--- src/inc/fireq_pkg.sv ---
package fireq_pkg;

  // ************************************************************
  // Register map (register indices)
  // ************************************************************
  // Printed offsets are not all multiples of four, so each is an index
  localparam logic [11:0] FIREQ_IDX_B0     = 12'h0448;
  localparam logic [11:0] FIREQ_IDX_B1     = 12'h044A;
  localparam logic [11:0] FIREQ_IDX_B2     = 12'h044C;
  localparam logic [11:0] FIREQ_IDX_B3     = 12'h044E;
  localparam logic [11:0] FIREQ_IDX_B4     = 12'h0450;
  localparam logic [11:0] FIREQ_IDX_A8     = 12'h0429;
  localparam logic [11:0] FIREQ_IDX_CTRL   = 12'h0460;
  localparam logic [11:0] FIREQ_IDX_STATUS = 12'h0461;
  localparam int          FIREQ_ADDR_W     = 14;

  // ************************************************************
  // Field layout and reset values
  // ************************************************************
  localparam int          FIREQ_COEF_W     = 12;
  localparam int          FIREQ_CTR_W      = 18;
  localparam int          FIREQ_REG_W      = 16;
  localparam int          FIREQ_CREG_W     = 24;
  localparam int          FIREQ_TAPS       = 9;
  localparam int          FIREQ_CTR_TAP    = 4;
  localparam int          FIREQ_SAMP_W     = 12;
  localparam int          FIREQ_ACC_W      = 36;
  localparam logic [15:0] FIREQ_REG_RST    = 16'h0000;
  localparam logic [23:0] FIREQ_CREG_RST   = 24'h00_0000;
  localparam int          FIREQ_CTRL_DUAL  = 0;
  localparam logic        FIREQ_CTRL_RST   = 1'b1;
  localparam int          FIREQ_BUF_DEPTH  = 2;

  // ************************************************************
  // Types
  // ************************************************************
  typedef struct packed {
    logic signed [FIREQ_SAMP_W-1:0] a;
    logic signed [FIREQ_SAMP_W-1:0] b;
  } fireq_samp_t;

  typedef struct packed {
    logic signed [FIREQ_ACC_W-1:0] a;
    logic signed [FIREQ_ACC_W-1:0] b;
  } fireq_result_t;

  typedef enum logic [1:0] {
    FIREQ_BUS_IDLE = 2'b01,
    FIREQ_BUS_RESP = 2'b10
  } fireq_bus_t;

endpackage

--- src/rtl/fireq_top.sv ---
// Decided for this implementation: register access over Avalon-MM.
`timescale 1ns/100ps
module fireq_top
  import fireq_pkg::*;
(
  // Clock and reset
  input  wire logic                    CLOCK_I,
  input  wire logic                    NRST_I,
  // Avalon-MM slave
  input  wire logic [FIREQ_ADDR_W-1:0] AVS_ADDRESS_I,
  input  wire logic                    AVS_READ_I,
  input  wire logic                    AVS_WRITE_I,
  input  wire logic [31:0]             AVS_WRITEDATA_I,
  input  wire logic [3:0]              AVS_BYTEENABLE_I,
  output logic      [31:0]             AVS_READDATA_O,
  output logic                         AVS_WAITREQUEST_O,
  output logic      [1:0]              AVS_RESPONSE_O,
  // Sample stream in
  input  wire fireq_samp_t             SAMP_DATA_I,
  input  wire logic                    SAMP_VALID_I,
  output logic                         SAMP_READY_O,
  // Filtered stream out
  output fireq_result_t                RES_DATA_O,
  output logic                         RES_VALID_O,
  input  wire logic                    RES_READY_I
);

  // ************************************************************
  // Reset release
  // ************************************************************
  logic [1:0] rst_sync;
  logic       rst_n;

  always_ff @(posedge CLOCK_I or negedge NRST_I) begin
    if (!NRST_I) begin
      rst_sync <= 2'b00;
    end else begin
      rst_sync <= {rst_sync[0], 1'b1};
    end
  end
  assign rst_n = rst_sync[1];

  // ************************************************************
  // Register file
  // ************************************************************
  // Tap registers other than those here belong to neighbouring blocks;
  // unheld channel A taps and channel B taps 5..8 are modelled as zero.
  logic [FIREQ_REG_W-1:0]  reg_a8;
  logic [FIREQ_REG_W-1:0]  reg_b [4];
  logic [FIREQ_CREG_W-1:0] reg_b4;
  logic                    dual_mode;

  fireq_bus_t              bus_state;
  fireq_bus_t              next_bus_state;
  logic [11:0]             reg_index;
  logic                    access;
  logic                    hit_a8;
  logic                    hit_b4;
  logic                    hit_ctrl;
  logic                    hit_stat;
  logic [3:0]              hit_b;
  logic                    mapped;
  logic                    wr_take;
  logic [31:0]             rd_mux;
  logic [31:0]             wr_a8;
  logic [31:0]             wr_b4;
  logic [31:0]             wr_b [4];
  // Buffer fill, declared here because the status read shows it
  logic [1:0]              res_cnt;

  function automatic logic [31:0] fireq_merge(input logic [31:0] old_v,
                                              input logic [31:0] new_v,
                                              input logic [3:0]  be);
    logic [31:0] r;
    r = old_v;
    for (int i = 0; i < 4; i++) begin
      if (be[i]) begin
        r[i*8 +: 8] = new_v[i*8 +: 8];
      end
    end
    return r;
  endfunction

  // Sign comes from bit 11; reserved bits above it never reach the filter
  function automatic logic signed [FIREQ_CTR_W-1:0] fireq_weight(input logic [FIREQ_REG_W-1:0] v);
    return FIREQ_CTR_W'($signed(v[FIREQ_COEF_W-1:0]));
  endfunction

  // Byte address is four times the register index
  assign reg_index = AVS_ADDRESS_I[13:2];
  assign access    = AVS_READ_I | AVS_WRITE_I;
  assign hit_a8    = (reg_index == FIREQ_IDX_A8);
  assign hit_b4    = (reg_index == FIREQ_IDX_B4);
  assign hit_ctrl  = (reg_index == FIREQ_IDX_CTRL);
  assign hit_stat  = (reg_index == FIREQ_IDX_STATUS);
  assign hit_b[0]  = (reg_index == FIREQ_IDX_B0);
  assign hit_b[1]  = (reg_index == FIREQ_IDX_B1);
  assign hit_b[2]  = (reg_index == FIREQ_IDX_B2);
  assign hit_b[3]  = (reg_index == FIREQ_IDX_B3);
  assign mapped    = hit_a8 | hit_b4 | hit_ctrl | hit_stat | (|hit_b);
  // One wait state: the request is taken on the second edge after it appears
  assign wr_take   = (bus_state == FIREQ_BUS_RESP) & AVS_WRITE_I & mapped;
  assign AVS_WAITREQUEST_O = access & (bus_state == FIREQ_BUS_IDLE);

  always_comb begin
    next_bus_state = FIREQ_BUS_IDLE;
    unique case (bus_state)
      FIREQ_BUS_IDLE: begin
        next_bus_state = access ? FIREQ_BUS_RESP : FIREQ_BUS_IDLE;
      end
      FIREQ_BUS_RESP: begin
        next_bus_state = FIREQ_BUS_IDLE;
      end
      default: begin
        next_bus_state = FIREQ_BUS_IDLE;
      end
    endcase
  end

  assign rd_mux = hit_a8   ? {16'h0000, reg_a8} :
                  hit_b[0] ? {16'h0000, reg_b[0]} :
                  hit_b[1] ? {16'h0000, reg_b[1]} :
                  hit_b[2] ? {16'h0000, reg_b[2]} :
                  hit_b[3] ? {16'h0000, reg_b[3]} :
                  hit_b4   ? {8'h00, reg_b4} :
                  hit_ctrl ? {31'h0000_0000, dual_mode} :
                  hit_stat ? {30'h0000_0000, res_cnt} :
                  32'h0000_0000;

  always_ff @(posedge CLOCK_I or negedge rst_n) begin
    if (!rst_n) begin
      bus_state      <= FIREQ_BUS_IDLE;
      AVS_READDATA_O <= 32'h0000_0000;
      AVS_RESPONSE_O <= 2'b00;
    end else begin
      bus_state      <= next_bus_state;
      AVS_READDATA_O <= rd_mux;
      // Unmapped addresses answer with DECODEERROR; writes there are dropped
      AVS_RESPONSE_O <= mapped ? 2'b00 : 2'b11;
    end
  end

  // Byte lanes not enabled keep the register's current contents
  assign wr_a8 = fireq_merge({16'h0000, reg_a8}, AVS_WRITEDATA_I, AVS_BYTEENABLE_I);
  assign wr_b4 = fireq_merge({8'h00, reg_b4}, AVS_WRITEDATA_I, AVS_BYTEENABLE_I);

  // Reserved bits 15:12 (23:18) are read/write storage
  always_ff @(posedge CLOCK_I or negedge rst_n) begin
    if (!rst_n) begin
      reg_a8    <= FIREQ_REG_RST;
      reg_b4    <= FIREQ_CREG_RST;
      dual_mode <= FIREQ_CTRL_RST;
    end else if (wr_take) begin
      if (hit_a8) reg_a8 <= wr_a8[FIREQ_REG_W-1:0];
      if (hit_b4) reg_b4 <= wr_b4[FIREQ_CREG_W-1:0];
      if (hit_ctrl && AVS_BYTEENABLE_I[0]) dual_mode <= AVS_WRITEDATA_I[FIREQ_CTRL_DUAL];
    end
  end

  generate
    for (genvar g = 0; g < 4; g++) begin : g_breg
      assign wr_b[g] = fireq_merge({16'h0000, reg_b[g]}, AVS_WRITEDATA_I, AVS_BYTEENABLE_I);
      always_ff @(posedge CLOCK_I or negedge rst_n) begin
        if (!rst_n) begin
          reg_b[g] <= FIREQ_REG_RST;
        end else if (wr_take && hit_b[g]) begin
          reg_b[g] <= wr_b[g][FIREQ_REG_W-1:0];
        end
      end
    end
  endgenerate

  // ************************************************************
  // Tap weight mapping
  // ************************************************************
  logic signed [FIREQ_CTR_W-1:0] wa [FIREQ_TAPS];
  logic signed [FIREQ_CTR_W-1:0] wb [FIREQ_TAPS];

  generate
    for (genvar t = 0; t < FIREQ_TAPS; t++) begin : g_wmap
      if (t == 8) begin : g_a8
        // Same register serves channel A in both dual and single mode
        assign wa[t] = fireq_weight(reg_a8);
      end else begin : g_az
        assign wa[t] = '0;
      end
      if (t < 4) begin : g_bl
        // Channel B taps only count in dual mode
        assign wb[t] = dual_mode ? fireq_weight(reg_b[t]) : '0;
      end else if (t == FIREQ_CTR_TAP) begin : g_bc
        assign wb[t] = dual_mode ? $signed(reg_b4[FIREQ_CTR_W-1:0]) : '0;
      end else begin : g_bz
        assign wb[t] = '0;
      end
    end
  endgenerate

  // ************************************************************
  // Delay lines and multiply-accumulate
  // ************************************************************
  logic signed [FIREQ_SAMP_W-1:0] dl_a [FIREQ_TAPS];
  logic signed [FIREQ_SAMP_W-1:0] dl_b [FIREQ_TAPS];
  logic signed [FIREQ_ACC_W-1:0]  sum_a;
  logic signed [FIREQ_ACC_W-1:0]  sum_b;
  logic                           samp_take;

  assign samp_take = SAMP_VALID_I & SAMP_READY_O;

  always_ff @(posedge CLOCK_I or negedge rst_n) begin
    if (!rst_n) begin
      for (int i = 0; i < FIREQ_TAPS; i++) begin
        dl_a[i] <= '0;
        dl_b[i] <= '0;
      end
    end else if (samp_take) begin
      dl_a[0] <= SAMP_DATA_I.a;
      dl_b[0] <= SAMP_DATA_I.b;
      for (int i = 1; i < FIREQ_TAPS; i++) begin
        dl_a[i] <= dl_a[i-1];
        dl_b[i] <= dl_b[i-1];
      end
    end
  end

  // Full-precision sum: 12x18 products plus six bits of growth
  always_comb begin
    sum_a = '0;
    sum_b = '0;
    for (int i = 0; i < FIREQ_TAPS; i++) begin
      sum_a = sum_a + FIREQ_ACC_W'(dl_a[i] * wa[i]);
      sum_b = sum_b + FIREQ_ACC_W'(dl_b[i] * wb[i]);
    end
  end

  // Result valid one cycle after the newest sample enters the line
  logic calc_valid;
  always_ff @(posedge CLOCK_I or negedge rst_n) begin
    if (!rst_n) begin
      calc_valid <= 1'b0;
    end else begin
      calc_valid <= samp_take;
    end
  end

  // ************************************************************
  // Two-entry output buffer
  // ************************************************************
  // Input is stalled while the buffer cannot absorb an in-flight result
  fireq_result_t buf_mem [FIREQ_BUF_DEPTH];
  logic          wr_ptr;
  logic          rd_ptr;
  logic          buf_push;
  logic          buf_pop;

  assign buf_push     = calc_valid;
  assign buf_pop      = RES_VALID_O & RES_READY_I;
  assign RES_VALID_O  = (res_cnt != 2'd0);
  assign RES_DATA_O   = buf_mem[rd_ptr];
  // Trade-off: ready waits out an in-flight sum, so intake is two samples in three cycles at best
  assign SAMP_READY_O = rst_n & (res_cnt == 2'd0 || (res_cnt == 2'd1 && !calc_valid));

  always_ff @(posedge CLOCK_I or negedge rst_n) begin
    if (!rst_n) begin
      wr_ptr  <= 1'b0;
      rd_ptr  <= 1'b0;
      res_cnt <= 2'd0;
      for (int i = 0; i < FIREQ_BUF_DEPTH; i++) begin
        buf_mem[i] <= '0;
      end
    end else begin
      if (buf_push) begin
        buf_mem[wr_ptr] <= '{a: sum_a, b: sum_b};
        wr_ptr          <= ~wr_ptr;
      end
      if (buf_pop) begin
        rd_ptr <= ~rd_ptr;
      end
      res_cnt <= 2'(res_cnt + {1'b0, buf_push} - {1'b0, buf_pop});
    end
  end

endmodule

--- config.mk ---
export PLATFORM = sky130hd
export DESIGN_NAME = fireq_top
export DESIGN_NICKNAME = d
export VERILOG_FILES = /design/src/inc/fireq_pkg.sv /design/src/rtl/fireq_top.sv
export SDC_FILE = /design/constraint.sdc
export NUM_CORES = 2
export LEC_CHECK = 0
export BUFFER_PORTS_ARGS = -buffer_cell sky130_fd_sc_hd__clkbuf_2
export CORE_MARGIN = 2
export CORE_UTILIZATION = 60
export DETAILED_ROUTE_END_ITERATION = 6
export HOLD_SLACK_MARGIN = 0.03
export PLACE_DENSITY = 0.77
export SETUP_SLACK_MARGIN = 0.3
export SYNTH_ARGS = -nofsm -noshare
export SYNTH_HDL_FRONTEND = slang
export SYNTH_SLANG_ARGS = --single-unit
--- constraint.sdc ---
create_clock -name CLOCK_I -period 36.6 [get_ports CLOCK_I]
set_clock_uncertainty 0.2 [all_clocks]
set_input_delay 3.66 -clock CLOCK_I [delete_from_list [all_inputs] [get_ports CLOCK_I]]
set_output_delay 3.66 -clock CLOCK_I [all_outputs]
set_load 0.05 [all_outputs]
==> flow_summary_export.csv <==
group,metric,value,unit
sta,final-setup-viol-count,0,
worst_hold_path,worstHoldPathCells,0,
setup_path,critPathLaunchType,"register",
sta,clock.fmax,84.4,MHz
sta,maxSlewHeadroom,30.0,%
clocking,cts_resized,0,
synth,ys_ff_latch,423,
global_route,grt_pass1_wl,230000,um
sta,period_share,32.4,%
place,port_buffers,169,
drt,drc,0,
global_route,grt_pass1_vias,41100,
clocking,clkTransAtPathRegs,0.06,ns
worst_hold_path,min_path_type,"reg -> reg",
clocking,cts_root_buffer,"clkbuf_16",
setup_path,r2r_cells,27,
place,dp_hpwl,117000,um
sta,rsz0062_at_grt,"false",
sta,period_minus_slack,11.85,ns
global_route,grt_use_total,31.9,%
final_layout,drive_gt1_share,11.8,%
clocking,cts_sinks,423,
clocking,tritoncts,"done",
drt,drt_iter0_markers,3416,
run,drv_cap,0,
global_route,grt_max_degree,304,
floorplan,die_y,308,um
setup_path,cp-end-kind,"register",
setup_path,cp.arrival,12.19,ns
floorplan,core_area,91700,sq um
clocking,h-tree-depth,2,
drt,vias_per_cell,5.85,
clocking,clkLatencyLatePin,0.66,ns
final_layout,final_nets,6833,
final_layout,fill_cells,7238,
outcome,status,"completed",
final_layout,mostFrequentLayoutCells,"1217 x inv_1, 1141 x fa_1, 540 x nand2_1",
setup_path,cp_data_required_time,36.94,ns
floorplan,ioPinCount,189,
synth,synth-main-ff-cell,"dfrtp_1",
clocking,cts_buffer_depth,3,
drt,vias,38400,
clocking,numCtsBuffers,47,
floorplan,rows,111,
synth,synth_edf_count,0,
drt,first_pass_iters,6,
synth,synth_cells,5372,
floorplan,die_area,95000,sq um
synth,ys_warn_count,0,
place,gp_congestion,0.938,
synth,avgSynthCellArea,10.3,sq um
global_route,antenna_found_initial,17,
floorplan,floorplan.initialDensity,60.6,%
synth,syn_area,55500,sq um
synth,yosysSeqAreaShare,19.1,%
sta,fin_tns_setup,0,ns
drt,drtAntennaViolNets,0,
final_layout,area.growth.synth_to_final,5.52,%
sta,slew_violations,0,
sta,hold_viol,0,
clocking,postCtsSetupBuffers,0,
setup_path,critPathMaxFanout,303,
setup_path,path_class,"reg -> reg",
final_layout,layout_commonest_cell,"inv_1",
floorplan,die_x,308,um
global_route,grt.overflow.total,0,
sta,max_slew.worst_pin.slew,1.05,ns
drt,wl_per_cell,22.0,um
drt,finalWirelength,145000,um
synth,synthArstFlopShare,100,%
synth,ys_types,69,
clocking,hold_buffers,2,
-- worst paths after layout --
check	from	end	slack (ns)
min in group asynchronous	rst_sync[1]	buf_mem[48]	0.31
worst max register to register	dual_mode	buf_mem[34]	24.75
max in group asynchronous	NRST_I	rst_sync[1]	33.49
worst min register to register	rst_sync[0]	rst_sync[1]	0.16
worst min-delay path	rst_sync[0]	rst_sync[1]	0.16
worst max-delay path	dual_mode	buf_mem[34]	24.75
-- kinds of logic (layout without fill, tap and decap cells) --
family,count (synthesis),after routing,share of synthesized area (%)
XOR/XNOR,57,57,0.899
AND/OR/NAND/NOR,1311,1311,12.0
flip-flops,423,423,19.1
adder cells (fa/ha/maj),1416,1416,47.3
AO/OA/AOI/OAI,311,311,3.56
other,2,11,0.0135
multiplexers,332,332,6.73
buffers and inverters,1520,1514,10.5
-- sequential cells by signal (all words and copies together) (netlist names) --
| signal | cells |
|---|---|
| reg_a8 | 16 |
| bus_state | 2 |
| rd_ptr | 1 |
| AVS_RESPONSE_O | 1 |
| wr_ptr | 1 |
| dual_mode | 1 |
| buf_mem | 116 |
| dl_b | 60 |
| reg_b | 64 |
| AVS_READDATA_O | 24 |
| rst_sync | 2 |
| buf_push | 1 |
| reg_b4 | 24 |
| res_cnt | 2 |
| dl_a | 108 |
-- critical path, stage by stage (launching register included) --
cell and delay, ns:
dfstp_4 0.91, buf_12 0.75, buf_4 0.80, and2_1 0.45
nand2_1 0.21, fa_1 0.69, inv_1 0.16, fa_1 0.61
inv_1 0.17, fa_1 0.61, fa_1 0.46, fa_1 0.49
fa_1 0.73, inv_1 0.13, fa_1 0.46, fa_1 0.49
inv_1 0.05, fa_1 0.66, inv_1 0.09, ha_1 0.29
ha_1 0.35, and3_1 0.22, a221o_1 0.36, a21oi_1 0.20
o21ai_0 0.11, a211oi_1 0.53, mux2i_1 0.25, nand2_1 0.06
-- per-layer routing --
| metal | global-route usage (%) | wire, um | vias to the layer above |
|---|---|---|---|
| li1 | - | - | 16300 |
| met5 | 0 | 99 | - |
| met4 | 16.2 | 8410 | 14 |
| met2 | 50.8 | 68100 | 1728 |
| met3 | 6.95 | 14400 | 387 |
| met1 | 41.7 | 53600 | 20000 |
-- synthesized netlist by cell type (9+ instances only) --
| cell type | instances | area, sq um |
|---|---|---|
| a21boi_0 | 14 | 105 |
| a21o_1 | 15 | 113 |
| a21oi_1 | 48 | 240 |
| a221oi_1 | 12 | 105 |
| a22oi_1 | 21 | 158 |
| and2_0 | 13 | 81.3 |
| and2_1 | 90 | 563 |
| and3_1 | 412 | 2580 |
| buf_1 | 17 | 63.8 |
| buf_4 | 23 | 173 |
| clkbuf_1 | 257 | 965 |
| dfrtp_1 | 421 | 10500 |
| fa_1 | 1141 | 22800 |
| ha_1 | 275 | 3440 |
| inv_1 | 1217 | 4570 |
| mux2_2 | 330 | 3720 |
| nand2_1 | 541 | 2030 |
| nand2b_1 | 29 | 181 |
| nand3_1 | 110 | 551 |
| nor2_1 | 40 | 150 |
| nor2b_1 | 23 | 144 |
| nor3_1 | 14 | 70.1 |
| o21a_1 | 9 | 67.6 |
| o21ai_0 | 115 | 576 |
| o22ai_1 | 13 | 81.3 |
| o31ai_1 | 11 | 82.6 |
| xnor2_1 | 35 | 307 |
| xor2_1 | 22 | 193 |
-- cell type report --
cell class / instances / area, sq um / area share [%]
flip-flops and latches: 423 / 10600 / 18.1
repair buffers: 212 / 1200 / 2.05
multi-input cells: 3436 / 39200 / 66.9
diodes: 2 / 5.00 / 0.00854
inverters: 1217 / 4570 / 7.79
clock buffers: 64 / 1300 / 2.22
clock inverters: 21 / 264 / 0.450
well taps: 1186 / 1480 / 2.53
-- through the flow --
stage	util, %	area [sq um]	worst slack (ns)	instances	hold WS, ns
2_1_floorplan	-	55600	21.55	5379	0.131
3_3_place_gp	62.2	57000	25.23	6472	0.0190
3_5_place_dp	62.2	57000	25.07	6472	0.0191
4_1_cts	63.9	58600	24.98	6559	0.157
5_1_grt	63.9	58600	24.28	6561	0.166
6_report	63.9	58600	24.75	6561	0.158
Power is not shown: default switching activity piles up to over one toggle a cycle in this logic, so the estimate is an artifact.
